$ cat config.mk
export PLATFORM = sky130hd
export DESIGN_NAME = qetl_top
export DESIGN_NICKNAME = d
export VERILOG_FILES = /design/src/common/qetl_pkg.sv /design/src/core/qetl_top.sv
export SDC_FILE = /design/constraint.sdc
export NUM_CORES = 1
export LEC_CHECK = 0
export BUFFER_PORTS_ARGS = -buffer_cell sky130_fd_sc_hd__clkbuf_2
export CORE_MARGIN = 10
export CORE_UTILIZATION = 35
export DETAILED_ROUTE_END_ITERATION = 10
export PLACE_DENSITY = 0.66
export SLEW_MARGIN = 20
export SYNTH_ARGS = -nofsm -noshare
export SYNTH_HDL_FRONTEND = slang
export SYNTH_SLANG_ARGS = --single-unit
$ cat constraint.sdc
create_clock -name pclk -period 5.1 [get_ports pclk]
set_input_delay 0.765 -clock pclk [delete_from_list [all_inputs] [get_ports pclk]]
set_output_delay 0.765 -clock pclk [all_outputs]
set_load 0.1 [all_outputs]
$ cat src/common/qetl_pkg.sv
// Package with the register map, field layout and state encoding of the erase timing and lane block.
package qetl_pkg;

  // Register byte addresses on the APB bus.
  localparam logic [31:0] QETL_OPC_ADDR = 32'h0C000028; // Erase related opcode codes.
  localparam logic [31:0] QETL_ETL_ADDR = 32'h0C00002C; // Erase timing and lane control.
  localparam logic [31:0] QETL_BRK_ADDR = 32'h0C000030; // Burst break control.
  localparam logic [31:0] QETL_STS_ADDR = 32'h0C000040; // Sequencer status, read only.

  // Values after reset.
  localparam logic [31:0] QETL_OPC_RST = 32'h00000000;
  localparam logic [31:0] QETL_ETL_RST = 32'h00000000;
  localparam logic [31:0] QETL_BRK_RST = 32'h00000000;

  // Writable bits; all others are reserved, read zero and ignore writes.
  localparam logic [31:0] QETL_OPC_MASK = 32'hFFFFFFFF;
  localparam logic [31:0] QETL_ETL_MASK = 32'h3F0F7FFF;
  localparam logic [31:0] QETL_BRK_MASK = 32'h001FFFFF;

  // Fields of the erase timing and lane control register.
  localparam int QETL_SGD_LSB = 24; // Suspend guard delay, 222 kHz cycles.
  localparam int QETL_SGD_W = 6;
  localparam int QETL_HLD_LSB = 16; // Read idle hold count, bus clock cycles.
  localparam int QETL_HLD_W = 4;
  localparam int QETL_CSH_LSB = 10; // Erase chip select high cycles, flash clock cycles.
  localparam int QETL_CSH_W = 5;
  localparam int QETL_EAD_LSB = 8; // Erase address lane mode.
  localparam int QETL_RES_LSB = 6; // Resume lane mode.
  localparam int QETL_SUS_LSB = 4; // Suspend lane mode.
  localparam int QETL_WEN_LSB = 2; // Write enable lane mode.
  localparam int QETL_ERS_LSB = 0; // Erase opcode lane mode.
  localparam int QETL_LANE_W = 2;

  // Fields of the opcode register.
  localparam int QETL_OPC_ERS_LSB = 0;
  localparam int QETL_OPC_WEN_LSB = 8;
  localparam int QETL_OPC_SUS_LSB = 16;
  localparam int QETL_OPC_RES_LSB = 24;
  localparam int QETL_OPC_W = 8;

  // Fields of the burst break control register.
  localparam int QETL_BRK_WRD_LSB = 0;
  localparam int QETL_BRK_WRD_W = 16;
  localparam int QETL_BRK_EN_BIT = 16;
  localparam int QETL_BRK_SZ_BIT = 17;
  localparam int QETL_BRK_MD_LSB = 18;
  localparam int QETL_SEC_HF_BIT = 20;

  // Lane mode encoding shared by every lane mode field.
  localparam logic [1:0] QETL_LANE_SINGLE = 2'h0;
  localparam logic [1:0] QETL_LANE_DUAL = 2'h1;
  localparam logic [1:0] QETL_LANE_QUAD = 2'h2;

  // Counter reset value.
  localparam logic [5:0] QETL_CNT_RST = 6'h00;

  // Sequencer states, Gray coded in their listed order from idle to resume.
  typedef enum logic [3:0] {
    QETL_IDLE = 4'h0,
    QETL_HOLD = 4'h1,
    QETL_WEN = 4'h3,
    QETL_CSH = 4'h2,
    QETL_ERS = 4'h6,
    QETL_RUN = 4'h7,
    QETL_GUARD = 4'h5,
    QETL_SUS = 4'h4,
    QETL_SUSP = 4'hC,
    QETL_RES = 4'hD
  } qetl_state_t;

endpackage

$ cat src/core/qetl_top.sv
// Erase sequencer timing and lane control with its APB register file.
//
// The implementer's own choice: register access over APB.
`timescale 1ns/1ps
//
// Overview of operation
// - Suspend waits guard count of 222 kHz cycles
// - Guard timer restarts after erase or resume
// - Erase or resume waits read idle hold
// - Chip select held high after erase instructions
// - Erase address phase uses its lane mode
// - Erase opcode phase uses its lane mode
// - Resume, suspend, write enable have lane modes
// - Second half tristate releases low nibble lines
// - Tristate only with break enabled, two bytes
// - Opcodes come from programmable code fields
// - Break size picks upper byte or word
// - Break sent auto, once mode, read then other
module qetl_top
  import qetl_pkg::*;
(
  input wire logic pclk,
  input wire logic presetn,
  input wire logic psel,
  input wire logic penable,
  input wire logic pwrite,
  input wire logic [31:0] paddr,
  input wire logic [31:0] pwdata,
  output logic [31:0] prdata,
  output logic pready,
  output logic pslverr,
  input wire logic qspi_clk_in,
  input wire logic tick_222k,
  input wire logic erase_req,
  input wire logic suspend_req,
  input wire logic resume_req,
  input wire logic erase_done,
  input wire logic read_pending,
  input wire logic cmd_done,
  output logic cmd_valid,
  output logic [7:0] cmd_opcode,
  output logic [1:0] cmd_lane_mode,
  output logic cmd_has_addr,
  output logic [1:0] cmd_addr_lane_mode,
  output logic cs_force_high,
  output logic seq_busy,
  input wire logic auto_mode,
  input wire logic instruction_once_mode,
  input wire logic prev_cmd_read,
  input wire logic next_cmd_nonread,
  output logic brk_request,
  output logic [15:0] break_word,
  output logic break_two_bytes,
  output logic [1:0] break_lane_mode,
  input wire logic io_drive_req,
  input wire logic brk_low_nibble,
  output logic io_oe
);

  ////////////////////////////////////////////////////////////////////////////////
  // State of the block.

  // All state lives in one packed record so the register stage stays trivially uniform.
  typedef struct packed {
    qetl_state_t st; // Sequencer state.
    qetl_state_t ret; // State taken after a hold or chip select wait.
    logic [31:0] opc; // Opcode register.
    logic [31:0] etl; // Timing and lane register.
    logic [31:0] brk; // Burst break register.
    logic [31:0] rdata; // Read data captured in the setup cycle.
    logic [5:0] guard_cnt; // 222 kHz ticks since the last erase or resume.
    logic [3:0] hold_cnt; // Bus cycles with no pending read.
    logic [4:0] csh_cnt; // Flash clock edges with chip select held high.
    logic [1:0] qclk_sync; // Synchroniser for the flash clock.
    logic [1:0] tick_sync; // Synchroniser for the 222 kHz clock.
    logic qclk_prev; // Last synchronised flash clock level.
    logic tick_prev; // Last synchronised 222 kHz level.
  } qetl_regs_t;

  qetl_regs_t state_r; // Registered state.
  qetl_regs_t state_nxt; // Next state.
  logic qclk_rise; // One cycle per flash clock rising edge.
  logic tick_rise; // One cycle per 222 kHz rising edge.
  logic wr_en; // APB write in its access phase.
  logic addr_hit; // Address falls on a mapped register.

  ////////////////////////////////////////////////////////////////////////////////
  // Helper functions.

  // Read multiplexer for the register file; unmapped addresses read zero.
  function automatic logic [31:0] rd_mux(input logic [31:0] a, input qetl_regs_t s);
    logic [31:0] d;
    d = 32'h00000000;
    case (a)
      QETL_OPC_ADDR: d = s.opc;
      QETL_ETL_ADDR: d = s.etl;
      QETL_BRK_ADDR: d = s.brk;
      QETL_STS_ADDR: d = {28'h0000000, s.st};
      default: d = 32'h00000000;
    endcase
    return d;
  endfunction

  // Address decode used both for the error answer and for the write strobe.
  function automatic logic is_mapped(input logic [31:0] a);
    return (a == QETL_OPC_ADDR) || (a == QETL_ETL_ADDR) || (a == QETL_BRK_ADDR) || (a == QETL_STS_ADDR);
  endfunction

  ////////////////////////////////////////////////////////////////////////////////
  // Clock edge detection and bus handshake.

  // Edges come from the second synchroniser stage only, never from the first.
  assign qclk_rise = state_r.qclk_sync[1] & ~state_r.qclk_prev;
  assign tick_rise = state_r.tick_sync[1] & ~state_r.tick_prev;
  assign addr_hit = is_mapped(paddr);
  assign wr_en = psel & penable & pwrite & addr_hit;

  // Zero wait state slave; unmapped addresses answer with an error.
  assign pready = psel & penable;
  assign pslverr = psel & penable & ~addr_hit;
  assign prdata = state_r.rdata;

  ////////////////////////////////////////////////////////////////////////////////
  // Next state logic.

  // One combinational process computes the whole next state.
  always_comb begin
    state_nxt = state_r;
    state_nxt.qclk_sync = {state_r.qclk_sync[0], qspi_clk_in};
    state_nxt.tick_sync = {state_r.tick_sync[0], tick_222k};
    state_nxt.qclk_prev = state_r.qclk_sync[1];
    state_nxt.tick_prev = state_r.tick_sync[1];

    // Read data is fetched in the setup cycle so it is stable from a flop in the access phase.
    if (psel && !penable && !pwrite) begin
      state_nxt.rdata = rd_mux(paddr, state_r);
    end

    // Register writes keep reserved bits at zero.
    if (wr_en) begin
      case (paddr)
        QETL_OPC_ADDR: state_nxt.opc = pwdata & QETL_OPC_MASK;
        QETL_ETL_ADDR: state_nxt.etl = pwdata & QETL_ETL_MASK;
        QETL_BRK_ADDR: state_nxt.brk = pwdata & QETL_BRK_MASK;
        default: state_nxt.opc = state_r.opc;
      endcase
    end

    // Guard timer saturates so a long erase never wraps into a false short count.
    if (tick_rise && state_r.guard_cnt != 6'h3F) begin
      state_nxt.guard_cnt = state_r.guard_cnt + 6'h01;
    end

    // Idle hold counts bus cycles and restarts on any pending read.
    if (read_pending) begin
      state_nxt.hold_cnt = 4'h0;
    end else if (state_r.hold_cnt != 4'hF) begin
      state_nxt.hold_cnt = state_r.hold_cnt + 4'h1;
    end

    // Chip select high time counts flash clock edges, saturating.
    if (qclk_rise && state_r.csh_cnt != 5'h1F) begin
      state_nxt.csh_cnt = state_r.csh_cnt + 5'h01;
    end

    // Sequencer; requests outside their state are ignored.
    case (state_r.st)
      QETL_IDLE: begin
        if (erase_req) begin
          state_nxt.st = QETL_HOLD;
          state_nxt.ret = QETL_WEN;
          state_nxt.hold_cnt = 4'h0;
        end
      end
      QETL_HOLD: begin
        // Erase and resume both wait for a quiet read path.
        if (!read_pending && state_r.hold_cnt >= state_r.etl[QETL_HLD_LSB +: QETL_HLD_W]) begin
          state_nxt.st = state_r.ret;
        end
      end
      QETL_WEN: begin
        if (cmd_done) begin
          state_nxt.st = QETL_CSH;
          state_nxt.ret = QETL_ERS;
          state_nxt.csh_cnt = 5'h00;
        end
      end
      QETL_ERS, QETL_RES: begin
        if (cmd_done) begin
          state_nxt.st = QETL_CSH;
          state_nxt.ret = QETL_RUN;
          state_nxt.csh_cnt = 5'h00;
          state_nxt.guard_cnt = QETL_CNT_RST;
        end
      end
      QETL_SUS: begin
        if (cmd_done) begin
          state_nxt.st = QETL_CSH;
          state_nxt.ret = QETL_SUSP;
          state_nxt.csh_cnt = 5'h00;
        end
      end
      QETL_CSH: begin
        // Chip select stays high for at least the programmed flash clock cycles.
        if (state_r.csh_cnt >= state_r.etl[QETL_CSH_LSB +: QETL_CSH_W]) begin
          state_nxt.st = state_r.ret;
        end
      end
      QETL_RUN: begin
        if (erase_done) begin
          state_nxt.st = QETL_IDLE;
        end else if (suspend_req) begin
          state_nxt.st = QETL_GUARD;
        end
      end
      QETL_GUARD: begin
        // A zero guard lets the suspend go out at once.
        if (erase_done) begin
          state_nxt.st = QETL_IDLE;
        end else if (state_r.guard_cnt >= state_r.etl[QETL_SGD_LSB +: QETL_SGD_W]) begin
          state_nxt.st = QETL_SUS;
        end
      end
      QETL_SUSP: begin
        if (resume_req) begin
          state_nxt.st = QETL_HOLD;
          state_nxt.ret = QETL_RES;
          state_nxt.hold_cnt = 4'h0;
        end
      end
      default: begin
        state_nxt.st = QETL_IDLE;
      end
    endcase
  end

  ////////////////////////////////////////////////////////////////////////////////
  // State register.

  // Every field resets to a constant; timing and lane fields reset to zero.
  always_ff @(posedge pclk or negedge presetn) begin
    if (!presetn) begin
      state_r <= '{st: QETL_IDLE, ret: QETL_IDLE, opc: QETL_OPC_RST, etl: QETL_ETL_RST, brk: QETL_BRK_RST,
                   rdata: 32'h00000000, guard_cnt: QETL_CNT_RST, hold_cnt: 4'h0, csh_cnt: 5'h00,
                   qclk_sync: 2'h0, tick_sync: 2'h0, qclk_prev: 1'b0, tick_prev: 1'b0};
    end else begin
      state_r <= state_nxt;
    end
  end

  ////////////////////////////////////////////////////////////////////////////////
  // Command outputs.

  // The instruction, its opcode and lane mode follow the issuing state.
  always_comb begin
    cmd_valid = 1'b1;
    cmd_has_addr = 1'b0;
    cmd_opcode = state_r.opc[QETL_OPC_ERS_LSB +: QETL_OPC_W];
    cmd_lane_mode = state_r.etl[QETL_ERS_LSB +: QETL_LANE_W];
    case (state_r.st)
      QETL_ERS: begin
        cmd_has_addr = 1'b1;
        cmd_opcode = state_r.opc[QETL_OPC_ERS_LSB +: QETL_OPC_W];
        cmd_lane_mode = state_r.etl[QETL_ERS_LSB +: QETL_LANE_W];
      end
      QETL_WEN: begin
        cmd_opcode = state_r.opc[QETL_OPC_WEN_LSB +: QETL_OPC_W];
        cmd_lane_mode = state_r.etl[QETL_WEN_LSB +: QETL_LANE_W];
      end
      QETL_SUS: begin
        cmd_opcode = state_r.opc[QETL_OPC_SUS_LSB +: QETL_OPC_W];
        cmd_lane_mode = state_r.etl[QETL_SUS_LSB +: QETL_LANE_W];
      end
      QETL_RES: begin
        cmd_opcode = state_r.opc[QETL_OPC_RES_LSB +: QETL_OPC_W];
        cmd_lane_mode = state_r.etl[QETL_RES_LSB +: QETL_LANE_W];
      end
      default: begin
        cmd_valid = 1'b0;
      end
    endcase
  end

  // The address lane mode is stable from the register, used while an address is sent.
  assign cmd_addr_lane_mode = state_r.etl[QETL_EAD_LSB +: QETL_LANE_W];
  assign cs_force_high = (state_r.st == QETL_CSH);
  assign seq_busy = (state_r.st != QETL_IDLE);

  ////////////////////////////////////////////////////////////////////////////////
  // Burst break control.

  // Break only when leaving a continuous read in auto, instruction once mode.
  assign brk_request = state_r.brk[QETL_BRK_EN_BIT] & auto_mode & instruction_once_mode & prev_cmd_read
                       & next_cmd_nonread;
  assign break_word = state_r.brk[QETL_BRK_WRD_LSB +: QETL_BRK_WRD_W];
  assign break_two_bytes = state_r.brk[QETL_BRK_SZ_BIT];
  assign break_lane_mode = state_r.brk[QETL_BRK_MD_LSB +: QETL_LANE_W];

  // The low nibble is released only for an enabled two byte break.
  assign io_oe = io_drive_req & ~(brk_low_nibble & state_r.brk[QETL_SEC_HF_BIT] & state_r.brk[QETL_BRK_EN_BIT]
                                  & state_r.brk[QETL_BRK_SZ_BIT]);
endmodule

======== Word level (Yosys, flattened, before mapping) ========
Index checks and enable logic that the tools add are counted.
word-level totals
  bits in registers ....................... 139
  bits in latches ......................... 0
  memory bits (writable) .................. 0
  ROM bits ................................ 0
  input port bits ......................... 83
  word-level logic and storage cells ...... 112
  memories kept ........................... 0
operators by class
  add/subtract/negate cells ............... 3
  multipliers ............................. 0
  div/mod/pow operators ................... 0
  order comparisons ....................... 3
  equal/unequal tests ..................... 25
  shift operators ......................... 0
  multiplexer cells ....................... 29
  bitwise operators ....................... 18
  reduce and logical (&&, ||, !) cells .... 21
operators by type and width
  operator                                                                 number
  32-bit by 28-bit equality test with 1-bit output, second input constant  4
  32-bit one-hot mux with 4 select lines                                   1
  4-bit two-way mux                                                        10
  8-bit two-way mux                                                        5
  4-bit one-hot mux with 9 select lines                                    1
  8-bit one-hot mux with 3 select lines                                    1
  4-bit one-hot mux with 5 select lines                                    1
  6-bit two-way mux                                                        3
  4-bit by 3-bit equality test with 1-bit output, second input constant    4
  5-bit two-way mux                                                        3
  1-bit bitwise AND                                                        14
  2-bit != test, second input constant                                     6
  9-bit AND reduction                                                      1
  4-bit by 2-bit equality test with 1-bit output, second input constant    2
  4-bit equality test, second input constant                               2
  4-bit one-hot mux with 2 select lines                                    1
  6-bit by 1-bit adder with 6-bit output, second input constant            1
  6-bit >= comparator                                                      1
  3-bit != test, second input constant                                     2
  6-bit != test, second input constant                                     1
  2-bit one-hot mux with 3 select lines                                    1
  2-bit AND reduction                                                      3
  6-bit AND reduction                                                      1
  5-bit by 1-bit adder with 5-bit output, second input constant            1
  other kinds (17)                                                         29

======== Longest topological paths before layout ========
Gate-level depths: netlist (run 1).
  word-level depth ........................ 6
  mapped depth ............................ 9
  depth with buffers taken out ............ 9

======== Least setup slack after synthesis (run 1) ========
OpenSTA, ideal clock, no wires.
  kind .................................... register to output
  from .................................... reg state_r, in the netlist break_two_bytes
  to ...................................... out io_oe
  data arrival time ....................... 2.517 ns
  setup slack ............................. 1.818 ns
  cell stages (with the launch flop) ...... 2
  path buffers ............................ 0
  cells stage by stage .................... dfrtp_1 a41oi_1
between the ends
  longest elaborated chain between the ends .. 3
ends and longest elaborated chain
  element                 line             source
  start, declared         qetl_top.sv:80   qetl_regs_t state_r;
  start signal, assigned  qetl_top.sv:243  state_r <= '{st: QETL_IDLE, ret: QETL_IDLE, opc: QETL_OPC_RST, etl: QETL_ETL_RST, brk: QETL_BRK_RST,
  start signal, assigned  qetl_top.sv:247  state_r <= state_nxt;
  1-bit bitwise AND       qetl_top.sv:301  & state_r.brk[QETL_BRK_SZ_BIT]);
  1-bit NOT               qetl_top.sv:300  assign io_oe = io_drive_req & ~(brk_low_nibble & state_r.brk[QETL_SEC_HF_BIT] & state_r.brk[QETL_BRK_EN_BIT]
  1-bit bitwise AND       qetl_top.sv:300
  end, declared           qetl_top.sv:57   output logic io_oe
No other way between the ends.

======== Worst setup path in the final report (run 1) ========
  from .................................... reg state_r[156] (netlist name)
  to ...................................... out cmd_opcode[3]
between the ends
  longest elaborated chain between the ends .. 2
ends and longest elaborated chain
  element                                      line             source
  4-bit equality test (tied with other cells)  qetl_top.sv:260  case (state_r.st)
  8-bit one-hot mux with 3 select lines (*)    qetl_top.sv:260
  end, declared                                qetl_top.sv:41   output logic [7:0] cmd_opcode,
Every way passes the cells marked *; elsewhere a longest branch is shown, timed or not.

==> metrics.md, run 1 <==
| Metric | Value |
|---|---|
| Status | finished, final reports clean |
| Synth Net Count | 761 |
| Setup crit start kind | flop |
| Layout cell share with drive strength beyond 1 | between 30 and 40% |
| CTS root buf | clkbuf_16 |
| Drt pass-1 iters | 9 |
| Crit Path Class | flop to output pin |
| #FFs+latches synth | 139 |
| Syn Inst Count | 659 |
| RR Endpoint | state_r[154]$_DFFE_PN0P_ |
| GRT Residual Overflow | 0 |
| Worst Hold Endpoint | state_nxt[1]$_DFF_PN0_ |
| CTS Sinks | 139 |
| Pint | 0.00225 W |
| Compound-cell area share of the yosys netlist | 10.7% |
| Via density | around 5.2 |
| Design Area, Final | approximately 8600 sq um |
| Initial antenna violation count | 0 |
| Ys async rst share | 100% |
| Main combinational cell family by area after synthesis | multiplexers |
| Post-Synth Simple-Gate Area | between 10 and 15% |
| Hold Path Class | flop to flop |
| Clock Latency Late Sink | 430 ps |
| Resize count post-CTS | 0 |
| Final WL | 20500 um |
| Setup crit end kind | output pin |
| Starting density of the core | roughly a third |
| Gpl congestion | 0.890 |
| CP Data Required Time | approximately 4300 ps |
| Die height | 165 um |
| Detail Route Antenna Nets | 0 |
| Post-route minimum period | around 4000 ps |
| Post-Synth XOR/XNOR Area | 1.07% |
| Standby leakage power | 4.40 nW |
| Placement Cell Area | 8000 sq um |
| Synth Warn # | 0 |
| DRT iter0 DRCs | 346 |
| Final #Nets | 860 |
| Mux cell area share after synthesis | 17.5% |
| Peak Freq | 245 MHz |
| Worst rel slew slack | between 20% and 30% |
| Largest net degree at the start of global routing | 112 |
| Setup Viol. Count Final | 0 |
| Min-delay src | state_nxt[5]$_DFF_PN0_ |
| FF-to-FF path depth | 7 |
| CTS tree | built |
| H-tree levels | 4 |
| First-pass GRT wire length | 31700 um |
| Tot GR Track Use | ~15% |
| RSZ-0062 raised after global routing | false |
| Adder-cell share of the synthesized area | between 3 and 4% |
| Sequential Power Share | between 30% and 40% |
| Worst Path Max Fanout | 20 |
| Slew @ Worst Pin | around 1100 ps |
| Max-cap violations | 0 |
| Post-synthesis cell type count | a little over 60 |
| WL per Instance | 19.6 um |
| Pwr Total | between 0.003 and 0.004 W |
| Hold Buf Count CTS | 0 |
| Row cnt | 53 |
| Vias in the first global route | roughly 5.5k |
| Worst r2r src | state_r[153]$_DFFE_PN0P_ |
| Syn Std Cell Area | 7360 sq um |
| Io pins | 154 |
| Sequential-to-total area share from yosys stat | between 40% and 50% |
| Psw | 0.00108 W |
| Slew Limit Fails | 0 |
| Die area | 27200 sq um |
| Dpl hpwl | 15500 um |
| Post-CTS Setup Bufs | 0 |
| Area Growth Syn to Fin | 17.2% |
| Maximum VDD drop | about 0.27 mV |
| Clock transition at path regs | 60 ps |
| Post-layout util | 41.3% |
| Setup_tns | 0 ps |
| Crit path from | state_r[156]$_DFFE_PN0P_ |
| Hold Path Depth | 0 |
| Diode count | 0 |
| Hold Violations, Final | 0 |
| EDFF count, synth | 0 |
| Switching share of power | between 30% and 40% |
| # port buffers | 153 |
| Reg-to-reg slack, setup | about 2600 ps |
| Buffer depth of the longest clock path | 2 |
| Top FF cell, synth | dfrtp_1 |
| Clock Skew | 6.48 ps |
| Final period utilization | 80.0% |
| Die width | 165 um |
| CTS Buf Count | 17 |
| CP Data Arrival Time | 3320 ps |
| Via count | ~5.4k |
| Drt drc | 0 |
| Syn avg cell area | 11.2 sq um |
| Clock network power share | 39.2% |
| Core Area | about 21000 sq um |
| PwrDens | 386 nW/um^2 |
| Comb pwr share | 22.3% |
-- critical path, cell delays in order, from the launching register on --
cell and delay [ps]:
dfrtp_1 730, or2_1 330, nor2_1 180, buf_4 210, nor3_1 570, buf_4 260, nand2_1 60, nand2_1 90
clkbuf_2 460
-- how the worst max path moves through the flow --
stage	end	slack (ps)	depth (start not counted)
4_1_cts	cmd_opcode[3]	1060	8
5_1_grt	cmd_opcode[0]	750	8
3_5_place_dp	state_r[144]$_DFFE_PN0P_	1400	7
2_1_floorplan	io_oe	1820	1
3_3_place_gp	state_r[143]$_DFFE_PN0P_	1430	7
6_report	cmd_opcode[3]	1020	8
-- stage by stage --
step / setup WS, ps / hold slack, ps / cells
2_1_floorplan: 1820 / 331 / 659
3_3_place_gp: 1430 / 333 / 1014
3_5_place_dp: 1400 / 339 / 1014
4_1_cts: 1060 / 353 / 1046
5_1_grt: 754 / 372 / 1046
6_report: 1020 / 349 / 1046
-- kinds of logic (layout without fill, tap and decap cells) --
kind of cell               after synthesis  count (layout)
and+or+nand+nor                        166             166
DFF                                    139             139
AOI/OAI and AO/OA                      110             110
muxes                                  108             108
buffers and inverters                  107             219
adders and majority gates               20              20
xor gates and xnor gates                 9               9
-- flip-flops by register name (all words and copies together) (netlist names) --
name / flops
break_word: 16
prdata: 32
break_two_bytes: 1
cmd_addr_lane_mode: 2
break_lane_mode: 2
state_nxt: 4
state_r: 82
-- metal layers --
layer,up-vias,track usage [%],share of wire [%]
met2,180,23.2,46
li1,2526,-,-
met3,21,4.46,7.8
met1,2692,20.2,45
met4,0,4.67,1.2
met5,-,0,0
-- cells in the mapped netlist (3+ instances only) --
library cell,n,area share (%)
inv_1,22,1.1
ha_1,19,3.2
buf_6,5,0.76
mux2i_1,30,4.1
a31oi_1,3,0.25
nand3_1,6,0.41
or2_1,3,0.25
mux2_2,46,7.0
o21ai_0,34,2.3
a222oi_1,10,1.4
xnor2_1,3,0.36
nand2_1,69,3.5
and2_1,3,0.25
nand2b_1,4,0.34
mux2_4,30,6.1
o31ai_1,9,0.92
a22oi_1,4,0.41
buf_2,3,0.20
a22o_1,23,2.7
nor4_1,5,0.42
nor3b_1,3,0.31
and3_1,4,0.34
dfrtp_1,139,47
nand4_1,5,0.42
nor3_1,9,0.61
a21oi_1,7,0.48
or3_1,4,0.34
nor2_1,34,1.7
xor2_1,6,0.71
buf_4,54,5.5
clkbuf_1,20,1.0
-- power groups by stage --
stage,clock network (W),registers (W),logic (W)
floorplan,0,0.00124,0.000592
global placement,0,0.00130,0.000734
detailed placement,0,0.00130,0.000748
CTS,0.00133,0.00128,0.000751
global route,0.00138,0.00130,0.000832
finish,0.00130,0.00128,0.000743
-- layout make-up --
| class | instances | area (sq um) |
|---|---|---|
| clock inverter | 15 | 199 |
| clock buffer | 17 | 425 |
| multi-input combinational | 413 | 3240 |
| sequential | 139 | 3480 |
| inverter | 23 | 86.3 |
| fill | 2029 | 12300 |
| tap | 275 | 344 |
| timing repair buffer | 164 | 857 |
-- cell usage in the layout, fill, tap and decap left out, types with 19 or more instances in the layout --
cell type / n
clkbuf_2: 152
dfrtp_1: 139
nand2_1: 69
mux2_2: 46
nor2_1: 34
o21ai_0: 34
mux2i_1: 30
mux2_4: 30
a22o_1: 23
inv_1: 22
ha_1: 19
No activity file was read; power rests on OpenSTA's default activity.
==> run 2: changes to the inputs <==
- ABC_AREA: unset -> 1
- clock period: 5.1 -> 3.95 ns (I/O delays scaled with it)
==> run 2 against run 1 <==
Synthesized area up 4.2%. Clock power increased by 15%. Final area increased by 2.4%. Register-to-register slack worse by 650 ps. Synthesized cell count increased by 47%. Die area increased by 3.7%. Flip-flop and latch count unchanged. Core utilization shrank 0.56 points. Sequential power increased by 27%. Total power grew 23%. Wire length rose by 5.5%. Critical endpoint is now cmd_opcode[0].
==> metrics.md, run 2 <==
| Metric | Value |
|---|---|
| Synth Net Count | 1070 (+41%) |
| Worst setup endpoint | cmd_opcode[0] |
| Dpl hpwl | 16400 um (+6.2%) |
| CP Data Required Time | 3360 ps (-980 ps) |
| Crit path from | state_r[153]$_DFFE_PN0P_ |
| Vias in the first global route | 6605 (+20%) |
| Most common cell after layout, fill and taps aside | nand2_1 |
| Hold Path Class | primary input to async pin |
| RR Endpoint | state_r[8]$_DFF_PN0_ |
| Largest net degree at the start of global routing | 89 (-21%) |
| Via density | 4.75 (-8.3%) |
| Final WL | 21600 um (+5.5%) |
| Dominant cell type by area after synthesis | dfrtp_1 |
| Drt pass-1 iters | 5 (-4) |
| Diode count | 0 (unchanged) |
| Most frequent cell after synthesis | nand2_1 |
| Io pins | 154 (unchanged) |
| Post-CTS Setup Bufs | 0 (unchanged) |
| #FFs+latches synth | 139 (unchanged) |
| CTS Buf Count | 17 (unchanged) |
| Max-cap violations | 0 (unchanged) |
| Drt drc | 0 (unchanged) |
| Syn Std Cell Area | 7680 sq um (+4.2%) |
| Area Growth Syn to Fin | 15.2% |
| DRT iter0 DRCs | 527 (+52%) |
| Gpl congestion | 0.883 (-0.72%) |
| Die width | 168 um (+1.8%) |
| RSZ-0062 raised after global routing | false |
| CP dominant cell by count | inv_1 |
| Peak Freq | 322 MHz |
| Buf+Inv Stages, Crit Path | 3 (unchanged) |
| WP depth | 8 (unchanged) |
| CTS root buf | clkbuf_16 |
| Hold Slack | 235 ps (-114 ps) |
| Setup Viol. Count Final | 0 (unchanged) |
| Setup crit end kind | output pin |
| Final period utilization | 78.6% |
| Post-route minimum period | 3100 ps |
| Slew @ Worst Pin | 1060 ps (-17.1 ps) |
| Clock Latency Late Sink | 420 ps (about the same) |
| Largest stage delay, worst path | 530 ps (-200 ps) |
| Standby leakage power | 4.94 nW (+12%) |
| Core Area | 21700 sq um (+3.8%) |
| Commonest cells after routing, fill and taps aside | nand2_1 (322), clkbuf_2 (152), dfrtp_1 (139), inv_1 (105), nor2_1 (89) |
| Setup crit start kind | flop |
| FF-to-FF path depth | 7 (unchanged) |
| Most flop-heavy register | state_r |
| Die area | 28300 sq um (+3.7%) |
| Die height | 168 um (+1.8%) |
| CTS Sinks | 139 (unchanged) |
| Initial antenna violation count | 0 (unchanged) |
| Non-filler instance count after layout | 1360 (+30%) |
| Hold Buf Count CTS | 0 (unchanged) |
| Placement Cell Area | 8290 sq um (+3.6%) |
| Setup_tns | 0 ps (unchanged) |
| Top FF cell, synth | dfrtp_1 |
| Cell Chain, Critical Path | inv_1 -> nor2_1 -> nand2_2 -> inv_1 -> nor2_2 -> nand2_1 -> o2111ai_1 -> clkbuf_2 |
| Buffer depth of the longest clock path | 2 (unchanged) |
| Synth area leaders | dfrtp_1 (45%), nand2_1 (16%), buf_4 (5.5%) |
| Syn avg cell area | 7.93 sq um (-29%) |
| Post-synthesis cell type count | 41 (-34%) |
| Clock transition at path regs | 60 ps (about the same) |
| Slew Limit Fails | 0 (unchanged) |
| PwrDens | 464 nW/um^2 (+20%) |
| Syn Inst Count | 968 (+47%) |
| CP Data Arrival Time | 2510 ps (-810 ps) |
| Tot GR Track Use | 15.4% (+0.22 points) |
| Resize count post-CTS | 0 (unchanged) |
| Worst r2r src | state_r[7]$_DFF_PN0_ |
| GRT Residual Overflow | 0 (unchanged) |
| Sequential-to-total area share from yosys stat | 45.3% (-1.9 points) |
| CTS tree | built |
| WL per Instance | 15.9 um (-19%) |
| Register area | 3480 sq um (unchanged) |
| Crit Path Class | flop to output pin |
| Via count | 6463 (+19%) |
| Reg-to-reg slack, setup | 1990 ps (-650 ps) |
| Final #Nets | 1169 (+36%) |
| Max reg flops | 82 (unchanged) |
| Ys async rst share | 100% (unchanged) |
| Design Area, Final | 8840 sq um (+2.4%) |
| Area share of the largest cell type after synthesis | 45.3% (-1.9 points) |
| Clock Skew | 10.5 ps (+4.03 ps) |
| Multi-input gate area | 3210 sq um (-1.0%) |
| Worst Path Max Fanout | 10 (-50%) |
| EDFF count, synth | 0 (unchanged) |
| Status | finished, final reports clean |
| CP max-delay cell | clkbuf_2 |
| Starting density of the core | 35.4% (+0.14 points) |
| # port buffers | 153 (unchanged) |
| Worst rel slew slack | 29.2% (+1.1 points) |
| Hold Violations, Final | 0 (unchanged) |
| Synth Warn # | 0 (unchanged) |
| First-pass GRT wire length | 35000 um (+11%) |
| Commonest cells in the netlist | nand2_1 (322), dfrtp_1 (139), inv_1 (105), nor2_1 (89), buf_4 (56) |
| Row cnt | 54 (+1.9%) |
| Filler instances | 2239 (+10%) |
| H-tree levels | 4 (unchanged) |
| Placed cell count | 1328 (+31%) |
| Detail Route Antenna Nets | 0 (unchanged) |
| Layout cell share with drive strength beyond 1 | 22.8% (-14 points) |
| Largest delay contributor family on the critical path | buffers and inverters |
| Maximum VDD drop | 0.257 mV (-3.2%) |
## run 2: changes by cell type in the layout (fill, tap and decap cells not counted), moves of 10 or more
cell      before  now
nand2_1       69  322
inv_1         22  105
nor2_1        34   89
mux2_2        46    0
mux2_4        30    0
o21ai_2        0   30
mux2i_1       30    3
nand4_1        5   32
a21oi_1        7   33
a22o_1        23    0
nand3_1        6   29
o21ai_0       34   14
a222oi_1      10    0
## run 2: worst min-delay path by stage
stage / from / end / slack [ps] / cells past startpoint
finish: presetn / prdata[6]$_DFFE_PN0P_ / 240 / 1
global placement: state_nxt[5]$_DFF_PN0_ / state_nxt[1]$_DFF_PN0_ / 340 / 0
global route: tick_222k / state_nxt[3]$_DFF_PN0_ / 270 / 1
CTS: tick_222k / state_nxt[3]$_DFF_PN0_ / 260 / 1
detailed placement: state_nxt[5]$_DFF_PN0_ / state_nxt[1]$_DFF_PN0_ / 340 / 0
floorplan: presetn / break_lane_mode[0]$_DFFE_PN0P_ / 300 / 0
## run 2: routing by layer
| metal | track usage (%) | wire length [um] |
|---|---|---|
| met2 | 24.4 | 10100 |
| met4 | 4.73 | 426 |
| met1 | 19.6 | 9750 |
| met5 | 0 | 0 |
| met3 | 4.63 | 1340 |
## run 2: cell type report
class                      instances  share of cell area, %
inverter                         108                   4.59
multi-input combinational        638                   36.3
clock inverter                     7                  0.736
tap                              280                   3.96
timing repair buffer             163                   9.58
clock buffer                      25                   5.49
sequential                       139                   39.3
## run 2: power by group
group,internal [W],switching (W)
clock network,0.000912,0.000592
logic,0.000275,0.000689
registers,0.00153,0.000101
total,0.00272,0.00138
## run 2: cell families (layout without fill, tap and decap cells)
| kind of cell | count (synthesis) | count (layout) | synth area share, % |
|---|---|---|---|
| xor+xnor | 4 | 4 | 0.456 |
| mux | 3 | 3 | 0.391 |
| buf+inv | 191 | 303 | 13.0 |
| flops | 139 | 139 | 45.3 |
| simple gates | 506 | 506 | 28.4 |
| fa+ha+maj | 19 | 19 | 3.10 |
| compound gates | 106 | 106 | 9.41 |
## run 2: per-stage QoR
step | setup WS (ps) | util, % | total power [W]
after floorplan | 677 | - | 0.00236
after global placement | 1120 | 38.2 | 0.00261
after detailed placement | 1090 | 38.2 | 0.00263
after CTS | 849 | 40.8 | 0.00413
after global routing | 676 | 40.8 | 0.00434
final | 847 | 40.8 | 0.00410
==> run 3: changes to the inputs <==
- PLACE_DENSITY: 0.66 -> 0.68
- clock period: 3.95 -> 2.55 ns (I/O delays scaled with it)
==> run 3 against run 2 <==
Core utilization up 1.7 points. Setup slack worse by 760 ps. First-iteration DRC count down 18%. Clock power up 59%. Total power up 61%. Via count up 2.6%. Final cell count up 0.88%. Wire length up 6.7%. Count of clock-buffer cells in the layout down 3.
==> metrics.md, run 3 (synthesis results as in run 2) <==
| Metric | Value |
|---|---|
| Filler instances | 2171 (-3.0%) |
| CTS Buf Count | 17 (unchanged) |
| Slew Limit Fails | 0 (unchanged) |
| Crit Path Class | flop to output pin |
| Detail Route Antenna Nets | 0 (unchanged) |
| Pwr Total | 0.00660 W (+61%) |
| Drt pass-1 iters | 5 (unchanged) |
| Final WL | 23000 um (+6.7%) |
| Buffer depth of the longest clock path | 2 (unchanged) |
| CTS tree | built |
| DRT iter0 DRCs | 431 (-18%) |
| Placed cell count | 1336 (+0.60%) |
| Gpl congestion | 0.913 (+3.4%) |
| Hold Slack | 62.7 ps (-173 ps) |
| PwrDens | 718 nW/um^2 (+55%) |
| First-pass GRT wire length | 36800 um (+5.1%) |
| CTS Sinks | 139 (unchanged) |
| Largest net degree at the start of global routing | 58 (-35%) |
| Most common cell after layout, fill and taps aside | nand2_1 |
| Die height | 168 um (unchanged) |
| Peak Freq | 406 MHz |
| Setup WS pre-CTS | 324 ps (-764 ps) |
| Standby leakage power | 5.05 nW (+2.4%) |
| Initial antenna violation count | 2 (+2) |
| Post-route minimum period | 2460 ps |
| Worst rel slew slack | 61.0% (+32 points) |
| Commonest cells after routing, fill and taps aside | nand2_1 (320), clkbuf_2 (140), dfrtp_1 (138), inv_1 (103), nor2_1 (87) |
| Io pins | 154 (unchanged) |
| Vias in the first global route | 6680 (+1.1%) |
| Post-layout util | 42.4% (+1.7 points) |
| Status | finished, final reports clean |
| WL per Instance | 16.8 um (+5.7%) |
| Starting density of the core | 35.4% (unchanged) |
| Setup Viol. Count Final | 0 (unchanged) |
| Die area | 28300 sq um (unchanged) |
| Min setup slack post-route | 89.6 ps (-757 ps) |
| Die width | 168 um (unchanged) |
| Clock transition at path regs | 60 ps (about the same) |
| Max-cap violations | 0 (unchanged) |
| Drt drc | 0 (unchanged) |
| Reg-to-reg slack, setup | 590 ps (-1400 ps) |
| Dpl hpwl | 17700 um (+7.6%) |
| CP dominant cell by count | inv_1 |
| Core Area | 21700 sq um (unchanged) |
| Multi-input gate area | 3270 sq um (+2.0%) |
| CTS root buf | clkbuf_16 |
| Area Growth Syn to Fin | 19.8% |
| Via count | 6628 (+2.6%) |
| H-tree levels | 4 (unchanged) |
| Setup crit start kind | flop |
| CP max-delay cell | dfrtp_1 |
| Hold Violations, Final | 0 (unchanged) |
| Tot GR Track Use | 16.3% (+0.97 points) |
| Cell Chain, Critical Path | inv_1 -> nor2_1 -> nand2_1 -> nand2_2 -> nor2_4 -> inv_1 -> buf_2 |
| Buf+Inv Stages, Crit Path | 3 (unchanged) |
| Worst Path Max Fanout | 6 (-4) |
| Setup crit end kind | output pin |
| Largest delay contributor family on the critical path | simple AND/OR/NAND/NOR gates |
| Non-filler instance count after layout | 1372 (+0.88%) |
| Maximum VDD drop | 0.456 mV (+77%) |
| Final period utilization | 96.5% |
| # port buffers | 153 (unchanged) |
| Final #Nets | 1181 (+1.0%) |
| Layout cell share with drive strength beyond 1 | 24.8% (+2.0 points) |
| Row cnt | 54 (unchanged) |
| Max reg flops | 82 (unchanged) |
| Largest stage delay, worst path | 440 ps (-90 ps) |
| Most flop-heavy register | state_r |
| Hold Path Class | primary input to flop |
| Clock Latency Late Sink | 420 ps (about the same) |
| RSZ-0062 raised after global routing | false |
| Clock Skew | 8.94 ps (-1.57 ps) |
| Slew @ Worst Pin | 580 ps (-481 ps) |
| Via density | 4.83 (+1.7%) |
| GRT Residual Overflow | 0 (unchanged) |
| Register area | 3480 sq um (about the same) |
| CP Data Required Time | 2170 ps (-1190 ps) |
| CP Data Arrival Time | 2080 ps (-430 ps) |
-- run 3: final timing paths --
kind                                           from  cells past startpoint                      to
min                                     qspi_clk_in                      1  state_nxt[5]$_DFF_PN0_
max in group asynchronous                   presetn                      3  prdata[25]$_DFFE_PN0P_
max                        state_r[155]$_DFFE_PN0P_                      7               cmd_valid
min in group asynchronous                   presetn                      2   prdata[5]$_DFFE_PN0P_
min reg2reg                  state_nxt[5]$_DFF_PN0_                      0  state_nxt[1]$_DFF_PN0_
max reg2reg                    state_r[7]$_DFF_PN0_                      7    state_r[8]$_DFF_PN0_
-- run 3: final cells by class --
cell class / count / area share [%]
Antenna cell: 2 / 0.0544
Clock buffer: 22 / 5.05
Clock inverter: 8 / 1.03
Inverter: 108 / 4.45
Multi-Input combinational cell: 639 / 35.6
Sequential cell: 139 / 37.8
Tap cell: 280 / 3.81
Timing Repair Buffer: 174 / 12.2
-- run 3: routing by layer --
layer	share of wire [%]	track usage, %
met5	0	0
met4	1.8	6.02
met3	5.0	3.12
met2	49	27.0
met1	44	20.8
-- run 3: metrics by stage --
step	area, sq um	TNS [ps]
after global routing	9200	0
after floorplan	7710	-688
after global placement	8570	0
final	9200	0
after detailed placement	8570	0
after CTS	9160	0
-- run 3: repair_timing --
item,CTS,global route
pin swaps,2,1
endpoints found under the hold margin,53,0
endpoints found under the setup margin,10,11
resized for setup,1,10
hold buffers,1,0
gates cloned,0,1
buffers inserted,2,0
-- run 3: power by group --
part / internal, W / switching [W] / total, W
sequential: 0.00237 / 0.000171 / 0.00254
clock: 0.00147 / 0.000920 / 0.00239
combinational: 0.000515 / 0.00115 / 0.00167
total: 0.00436 / 0.00224 / 0.00660
